==> config.mk <==
export PLATFORM = sky130hd
export DESIGN_NAME = peak_trough_device_flat
export DESIGN_NICKNAME = d
export VERILOG_FILES = /design/src/core/spi_link_if.sv /design/src/core/peak_trough_device.sv /design/src/flat_wrapper.sv
export VERILOG_INCLUDE_DIRS = /design/src /design/src/core
export SDC_FILE = /design/constraint.sdc
export NUM_CORES = 1
export LEC_CHECK = 0
export ABC_AREA = 1
export BUFFER_PORTS_ARGS = -buffer_cell sky130_fd_sc_hd__buf_4
export CAP_MARGIN = 10
export CORE_ASPECT_RATIO = 1.2
export CORE_MARGIN = 2
export CORE_UTILIZATION = 50
export CTS_BUF_LIST = sky130_fd_sc_hd__clkbuf_8
export CTS_CLUSTER_DIAMETER = 150
export DETAILED_ROUTE_END_ITERATION = 7
export GPL_TIMING_DRIVEN = 0
export MAX_ROUTING_LAYER = met4
export PLACE_DENSITY_LB_ADDON = 0.05
export SLEW_MARGIN = 20
export SYNTH_ARGS = -nofsm -noshare
export SYNTH_HDL_FRONTEND = slang
export SYNTH_SLANG_ARGS = --single-unit
export TNS_END_PERCENT = 1
==> constraint.sdc <==
create_clock -name REF_CLK -period 5.3 [get_ports REF_CLK]
set_input_delay 0.53 -clock REF_CLK [delete_from_list [all_inputs] [get_ports REF_CLK]]
set_output_delay 0.53 -clock REF_CLK [all_outputs]
set_load 0.03 [all_outputs]
==> src/core/peak_trough_defs.svh <==
// offsets, field positions, reset values and timing counts for the link
`ifndef PEAK_TROUGH_DEFS_SVH
`define PEAK_TROUGH_DEFS_SVH

// frame layout
`define FRAME_BITS        32
`define RW_BIT            31
`define CODE_MSB          30
`define CODE_LSB          27
`define CHANNEL_SELECT_MSB          26
`define CHANNEL_SELECT_LSB          24
`define VALID_BIT         22
`define STEPS_MSB         4
`define REPORT_BITS       11

// message codes
`define MSG_DITHER_PERIOD 4'h4
`define MSG_PEAK_TROUGH   4'h5

// reset values
`define STEPS_RESET       5'h00
`define PEAK_RESET        11'h000
`define TROUGH_RESET      11'h7ff

// pwm periods per dither step count: four quarters
`define QUARTERS          7'h04

// host serial clock half period in REF_CLK cycles
`define SCLK_HALF_CYCLES  8

// host register offsets
`define OFS_COMMAND       8'h00
`define OFS_REPLY         8'h04
`define OFS_STATUS        8'h08
`define OFS_MASK          8'h0c

// host status bits
`define ST_BUSY           0
`define ST_DONE           1
`define ST_DROP           2

`endif

==> src/core/spi_link_if.sv <==
// serial link between the host controller and the device
`timescale 1ns/1ps

interface spi_link_if;

    logic sclk;
    logic cs_n;
    logic mosi;
    logic miso;

    modport device
    (
        input  sclk,
        input  cs_n,
        input  mosi,
        output miso
    );

    modport host
    (
        output sclk,
        output cs_n,
        output mosi,
        input  miso
    );

endinterface

==> src/core/peak_trough_device.sv <==
// device end: dither period setting and peak/trough current readback
`timescale 1ns/1ps
`include "peak_trough_defs.svh"

module peak_trough_device
#(
    parameter int NCH   = 8,
    parameter int SUM_W = 20
)
(
    // clock and reset
    input  wire logic             REF_CLK,
    input  wire logic             RST_N,
    // serial link
    spi_link_if.device            LINK,
    // pwm period tick and per-period sample sums
    input  wire logic             PWM_TICK,
    input  wire logic             SUM_VALID,
    input  wire logic [2:0]       SUM_CHANNEL_SELECT,
    input  wire logic [SUM_W-1:0] SUM_DATA,
    // dither status per channel
    output logic [NCH-1:0]        DITHER_ON,
    output logic [NCH-1:0]        DITHER_END,
    // channel watched by the peak/trough readback
    output logic [2:0]            MON_CHANNEL_SELECT
);

    ////////////////////////////////////////////////////////////////////////
    // link state

    logic        sclk_s1_r, sclk_s2_r, sclk_s3_r;
    logic        cs_s1_r, cs_s2_r, cs_s3_r;
    logic        mosi_s1_r, mosi_s2_r;
    logic [31:0] rx_r, rx_nxt;
    logic [31:0] tx_r, tx_nxt;
    logic [5:0]  cnt_r, cnt_nxt;
    logic [31:0] pend_r, pend_nxt;
    logic        frame_done;

    always_comb
    begin
        rx_nxt  = rx_r;
        tx_nxt  = tx_r;
        cnt_nxt = cnt_r;
        if (~cs_s2_r & cs_s3_r)
        begin
            tx_nxt  = pend_r;
            cnt_nxt = 6'h00;
        end
        else if (!cs_s2_r)
        begin
            if (sclk_s2_r & ~sclk_s3_r)
            begin
                rx_nxt = {rx_r[30:0], mosi_s2_r};
                if (cnt_r != 6'h3f)
                    cnt_nxt = cnt_r + 6'h01;
            end
            if (~sclk_s2_r & sclk_s3_r)
                tx_nxt = {tx_r[30:0], 1'b0};
        end
    end

    // frames of any other length are dropped whole
    assign frame_done = cs_s2_r & ~cs_s3_r & (cnt_r == 6'(`FRAME_BITS));

    always_ff @(posedge REF_CLK or negedge RST_N)
    begin
        if (!RST_N)
        begin
            sclk_s1_r <= 1'b0;
            sclk_s2_r <= 1'b0;
            sclk_s3_r <= 1'b0;
            cs_s1_r   <= 1'b1;
            cs_s2_r   <= 1'b1;
            cs_s3_r   <= 1'b1;
            mosi_s1_r <= 1'b0;
            mosi_s2_r <= 1'b0;
            rx_r      <= 32'h0000_0000;
            tx_r      <= 32'h0000_0000;
            cnt_r     <= 6'h00;
        end
        else
        begin
            sclk_s1_r <= LINK.sclk;
            sclk_s2_r <= sclk_s1_r;
            sclk_s3_r <= sclk_s2_r;
            cs_s1_r   <= LINK.cs_n;
            cs_s2_r   <= cs_s1_r;
            cs_s3_r   <= cs_s2_r;
            mosi_s1_r <= LINK.mosi;
            mosi_s2_r <= mosi_s1_r;
            rx_r      <= rx_nxt;
            tx_r      <= tx_nxt;
            cnt_r     <= cnt_nxt;
        end
    end

    assign LINK.miso = tx_r[31];

    ////////////////////////////////////////////////////////////////////////
    // per-channel dither period counters

    logic [4:0]     steps_r [0:NCH-1];
    logic [4:0]     steps_nxt [0:NCH-1];
    logic [NCH-1:0] end_now;

    genvar gi;
    generate
        for (gi = 0; gi < NCH; gi++)
        begin : g_channel_select
            logic [6:0] per_r, per_nxt;
            logic [6:0] period;

            assign period = 7'(steps_r[gi]) * `QUARTERS;

            always_comb
            begin
                per_nxt     = per_r;
                end_now[gi] = 1'b0;
                if (steps_r[gi] == 5'h00)
                    per_nxt = 7'h00;
                else if (PWM_TICK)
                begin
                    if (per_r >= period - 7'h01)
                    begin
                        per_nxt     = 7'h00;
                        end_now[gi] = 1'b1;
                    end
                    else
                        per_nxt = per_r + 7'h01;
                end
            end

            always_ff @(posedge REF_CLK or negedge RST_N)
            begin
                if (!RST_N)
                begin
                    per_r          <= 7'h00;
                    DITHER_ON[gi]  <= 1'b0;
                    DITHER_END[gi] <= 1'b0;
                end
                else
                begin
                    per_r          <= per_nxt;
                    DITHER_ON[gi]  <= (steps_r[gi] != 5'h00);
                    DITHER_END[gi] <= end_now[gi];
                end
            end
        end
    endgenerate

    ////////////////////////////////////////////////////////////////////////
    // command decode, selection and peak/trough capture

    logic [2:0]       sel_r, sel_nxt;
    logic             armed_r, armed_nxt;
    logic             valid_r, valid_nxt;
    logic [SUM_W-1:0] acc_max_r, acc_max_nxt;
    logic [SUM_W-1:0] acc_min_r, acc_min_nxt;
    logic [10:0]      rep_max_r, rep_max_nxt;
    logic [10:0]      rep_min_r, rep_min_nxt;
    logic [3:0]       code;
    logic [2:0]       channel_select;
    logic             peak_rd;
    logic             chg;
    logic             end_sel;

    assign code    = rx_r[`CODE_MSB:`CODE_LSB];
    assign channel_select    = rx_r[`CHANNEL_SELECT_MSB:`CHANNEL_SELECT_LSB];
    assign peak_rd = frame_done && (code == `MSG_PEAK_TROUGH);
    assign chg     = peak_rd && (channel_select != sel_r);
    assign end_sel = end_now[sel_r];

    always_comb
    begin
        for (int i = 0; i < NCH; i++)
            steps_nxt[i] = steps_r[i];
        pend_nxt    = pend_r;
        sel_nxt     = sel_r;
        armed_nxt   = armed_r;
        valid_nxt   = valid_r;
        acc_max_nxt = acc_max_r;
        acc_min_nxt = acc_min_r;
        rep_max_nxt = rep_max_r;
        rep_min_nxt = rep_min_r;
        if (frame_done)
            pend_nxt = {1'b0, code, channel_select, 24'h00_0000};
        if (frame_done && code == `MSG_DITHER_PERIOD)
        begin
            if (rx_r[`RW_BIT])
                steps_nxt[channel_select] = rx_r[`STEPS_MSB:0];
            // a read leaves the stored count alone
            pend_nxt[`STEPS_MSB:0] = rx_r[`RW_BIT] ?
                rx_r[`STEPS_MSB:0] : steps_r[channel_select];
        end
        if (peak_rd)
        begin
            pend_nxt[`VALID_BIT]  = valid_r;
            pend_nxt[21:11]       = rep_max_r;
            pend_nxt[10:0]        = rep_min_r;
            valid_nxt             = 1'b0;
            sel_nxt               = channel_select;
        end
        // a partly seen cycle after a channel change is thrown away,
        // which is why a new channel needs up to two cycles
        if (chg)
            armed_nxt = 1'b0;
        else if (end_sel)
            armed_nxt = 1'b1;
        if (end_sel && armed_r && !chg)
        begin
            rep_max_nxt = acc_max_r[SUM_W-1 -: `REPORT_BITS];
            rep_min_nxt = acc_min_r[SUM_W-1 -: `REPORT_BITS];
            valid_nxt   = 1'b1;
        end
        if (chg || end_sel)
        begin
            acc_max_nxt = '0;
            acc_min_nxt = '1;
        end
        if (SUM_VALID && SUM_CHANNEL_SELECT == sel_nxt)
        begin
            if (SUM_DATA > acc_max_nxt)
                acc_max_nxt = SUM_DATA;
            if (SUM_DATA < acc_min_nxt)
                acc_min_nxt = SUM_DATA;
        end
    end

    always_ff @(posedge REF_CLK or negedge RST_N)
    begin
        if (!RST_N)
        begin
            for (int i = 0; i < NCH; i++)
                steps_r[i] <= `STEPS_RESET;
            pend_r    <= 32'h0000_0000;
            sel_r     <= 3'h0;
            armed_r   <= 1'b0;
            valid_r   <= 1'b0;
            acc_max_r <= '0;
            acc_min_r <= '1;
            rep_max_r <= `PEAK_RESET;
            rep_min_r <= `TROUGH_RESET;
            MON_CHANNEL_SELECT  <= 3'h0;
        end
        else
        begin
            for (int i = 0; i < NCH; i++)
                steps_r[i] <= steps_nxt[i];
            pend_r    <= pend_nxt;
            sel_r     <= sel_nxt;
            armed_r   <= armed_nxt;
            valid_r   <= valid_nxt;
            acc_max_r <= acc_max_nxt;
            acc_min_r <= acc_min_nxt;
            rep_max_r <= rep_max_nxt;
            rep_min_r <= rep_min_nxt;
            MON_CHANNEL_SELECT  <= sel_nxt;
        end
    end

endmodule

==> src/flat_wrapper.sv <==
// flat-port wrapper written by rule: the top's interface ports become plain ports
module peak_trough_device_flat 
#(
    parameter int NCH   = 8,
    parameter int SUM_W = 20
)
  (REF_CLK, RST_N, PWM_TICK, SUM_VALID, SUM_CHANNEL_SELECT, SUM_DATA, DITHER_ON, DITHER_END, MON_CHANNEL_SELECT, LINK_sclk, LINK_cs_n, LINK_mosi, LINK_miso);
  spi_link_if LINK_i ();
  input  wire logic REF_CLK;
  input  wire logic RST_N;
  input  wire logic PWM_TICK;
  input  wire logic SUM_VALID;
  input  wire logic [2:0] SUM_CHANNEL_SELECT;
  input  wire logic [SUM_W-1:0] SUM_DATA;
  output logic [NCH-1:0] DITHER_ON;
  output logic [NCH-1:0] DITHER_END;
  output logic [2:0] MON_CHANNEL_SELECT;
  input wire logic [$bits(LINK_i.sclk)-1:0] LINK_sclk;
  input wire logic [$bits(LINK_i.cs_n)-1:0] LINK_cs_n;
  input wire logic [$bits(LINK_i.mosi)-1:0] LINK_mosi;
  output wire logic [$bits(LINK_i.miso)-1:0] LINK_miso;
  assign LINK_i.sclk = LINK_sclk;
  assign LINK_i.cs_n = LINK_cs_n;
  assign LINK_i.mosi = LINK_mosi;
  assign LINK_miso = LINK_i.miso;
  peak_trough_device #(.NCH(NCH), .SUM_W(SUM_W)) u_core (.REF_CLK(REF_CLK), .RST_N(RST_N), .LINK(LINK_i), .PWM_TICK(PWM_TICK), .SUM_VALID(SUM_VALID), .SUM_CHANNEL_SELECT(SUM_CHANNEL_SELECT), .SUM_DATA(SUM_DATA), .DITHER_ON(DITHER_ON), .DITHER_END(DITHER_END), .MON_CHANNEL_SELECT(MON_CHANNEL_SELECT));
endmodule
==> results.cfg <==
[synthesis]
synthCells = 1690
synth-edff-count = 0
synth-main-ff-cell = dfrtp_1
synth_area_per_cell_um2 = 8.68
ys_ff_latch = 287
seq_area_frac_synth_pct = 49.3
yosys_warnings = 0
syn_nets = 1817
syn_area_mm2 = 0.0147
synth_cell_types = 47
async_reset_ff_share_pct = 100

[final_layout]
syn2layout_area_growth_pct = 13.8
multi_input_area_mm2 = 0.00650
layout_commonest_cell = nand2_1
register_area_mm2 = 0.00722
final_area_mm2 = 0.0167
antenna_cells = 0
layout_common_cells = nand2_1, dfrtp_1, inv_1
layout.nets = 1924
fill_cells = 2630
drive_gt1_share_pct = 12.3

[timing]
worst_hold_slack_ps = 58.4
period_minus_slack_ps = 4840
fin_tns_setup_ps = 0
worstMarginPinSlew_ps = 934
hold_viol_final = 0
finalWorstSetupSlack_ps = 458
setup_viol = 0
finalCritPeriodShare_pct = 91.4
drv_slew = 0
relSlewSlack_pct = 37.7
fmax_mhz = 207
clock_skew_ps = 27.8
rsz0062_at_grt = no

[outcome]
status = finished, final reports clean

[grt]
grtUsageMet2_pct = 41.4
grt_overflow = 0
grt_use_met3_pct = 3.48
grt_usage_pct = 24.0
antenna_found_initial = 0
grt_pass1_wl_um = 57800
met1_usage_pct = 28.9
grt_pass1_vias = 11532
grt_busiest_layer = met2
grt_max_degree = 87

[worst_hold_path]
min_from = LINK_mosi
whs_endpoint = u_core.mosi_s1_r
min-delay-path-class = in -> reg
holdPathStages = 1

[clocking]
clk_latency_ps = 610
cts_root_buf = clkbuf_8
post_cts_buffers = 0
cts_made_buffers = 50
clock_path_buffers = 3
clkSinkCount = 287
cts-htree-levels = 2
clk_pin_slew_ps = 60
cts_tree = built

[worst_setup_path]
required_ps = 5810
max_stage_delay_ps = 450
worst_setup_path_start_kind = flip-flop
crit_arrival_ps = 5350
cpMaxStageDelayCell = dfrtp_1
r2r_cells = 29
critPathCaptureType = flip-flop
rrSetupSlack_ps = 460
timing.rr.end = u_core.acc_max_r[13]
crit_type = reg -> reg
crit_buf_inv = 5
r2r-start = u_core.steps_r[35]
cp_top_family = simple AND/OR/NAND/NOR gates
cp_max_fo = 10
cpMostUsedCell = nand2_1

[placement]
dpl-instance-area_mm2 = 0.0156
hpwl_um = 24900
gp_congestion = 0.891
preCtsSetupSlack_ps = 365
port_buffers = 49

[routing]
first_iter_violations = 595
routed_wl_um = 34400
ant_nets = 0
wl_per_cell_um = 15.5
via_count = 11605
drc = 0
viasPerCell = 5.23
firstDrtPassIters = 5

[power]
ir_drop_mv = 0.270
cellLeakagePower_nw = 8.47
p_per_area_mw_per_mm2 = 338

[die]
ios = 50
die_area_mm2 = 0.0307
initial_utilization_pct = 50.8
core_mm2 = 0.0288
die_x_um = 160
rows = 68
die_h_um = 192

[run]
max_cap_violations = 0
## worst max path at each step
stage	cells after the start	slack [ps]	end	start
after floorplan	29	1360	u_core.acc_max_r[0]	u_core.steps_r[20]
after global placement	29	380	u_core.acc_max_r[1]	u_core.steps_r[35]
after detailed placement	29	360	u_core.acc_max_r[1]	u_core.steps_r[35]
after CTS	29	330	u_core.acc_max_r[13]	u_core.steps_r[35]
after global routing	28	30	u_core.acc_max_r[13]	u_core.steps_r[25]
final	29	460	u_core.acc_max_r[13]	u_core.steps_r[35]
## cell type report
class	instances	share of cell area, %
buffer	43	1.15
clock buffer	62	5.11
clock inverter	29	1.14
inverter	200	4.52
multi-input combinational	1160	39.0
sequential	287	43.3
tap	385	2.89
timing repair buffer	55	2.92
## logic make-up (layout without fill, tap and decap cells)
| logic type | Yosys count | in the layout | share of synthesized area (%) |
|---|---|---|---|
| flops | 287 | 287 | 49.3 |
| simple gates | 691 | 691 | 19.1 |
| fa+ha+maj | 97 | 97 | 8.28 |
| compound gates | 292 | 292 | 11.5 |
| xor+xnor | 40 | 40 | 2.39 |
| buf+inv | 243 | 389 | 6.42 |
| mux | 40 | 40 | 3.07 |
## synthesized netlist by cell type (3+ instances only)
cell	instances	area [µm²]
a211oi_1	6	45.0
a21o_1	8	60.1
a21oi_1	69	345
a221oi_1	6	52.6
a31oi_1	26	163
a32o_1	8	80.1
and3_1	3	18.8
buf_2	11	55.1
buf_4	4	30.0
clkbuf_1	27	101
dfrtp_1	253	6330
dfstp_2	34	893
ha_1	97	1210
inv_1	194	728
inv_2	3	11.3
mux2_1	5	56.3
mux2_2	35	394
nand2_1	433	1630
nand2_2	5	31.3
nand3_1	73	365
nand4_1	8	50.1
nor2_1	140	526
nor3_1	17	85.1
nor4_1	4	25.0
o211ai_1	9	67.6
o21ai_0	118	591
o21ai_1	7	35.0
o22ai_1	24	150
xnor2_1	9	78.8
xor2_1	31	272
## report_power, final
group / internal [mW] / switching (mW) / total, mW
combinational: 0.355 / 0.598 / 0.953
clock: 1.16 / 0.947 / 2.11
sequential: 2.47 / 0.109 / 2.58
## through the flow
| stage | util (%) | cells | power [mW] |
|---|---|---|---|
| 6_report | 57.9 | 2221 | 5.63 |
| 5_1_grt | 57.9 | 2221 | 5.98 |
| 4_1_cts | 57.8 | 2221 | 5.70 |
| 3_5_place_dp | 54.1 | 2127 | 3.56 |
| 3_3_place_gp | 53.8 | 2124 | 3.52 |
| 2_1_floorplan | - | 1690 | 3.25 |
## flip-flops by register name, summed over array words and instances (netlist names), 3 cells and up
signal and cells:
u_core.DITHER_END 8, u_core.DITHER_ON 8, u_core.MON_CHANNEL_SELECT 3, u_core.acc_max_r 20, u_core.acc_min_r 20, u_core.cnt_r 6, u_core.g_channel_select.per_r 56, u_core.pend_r 30
u_core.rep_max_r 11, u_core.rep_min_r 11, u_core.rx_r 32, u_core.steps_r 40, u_core.tx_r 32
## timing repair
item                                   CTS  global route
gates resized for setup                  0             3
hold buffers                             3             0
endpoints found under the hold margin   64             0
setup endpoints to repair                0            34
## layer usage
layer,wire length [µm],part of all wire [%],vias up
met1,14900,43,5529
met4,1150,3.3,0
li1,-,-,5787
met2,17100,50,209
met5,0,0,-
met3,1260,3.6,80
Note: power is estimated with default switching activity, not from simulation.
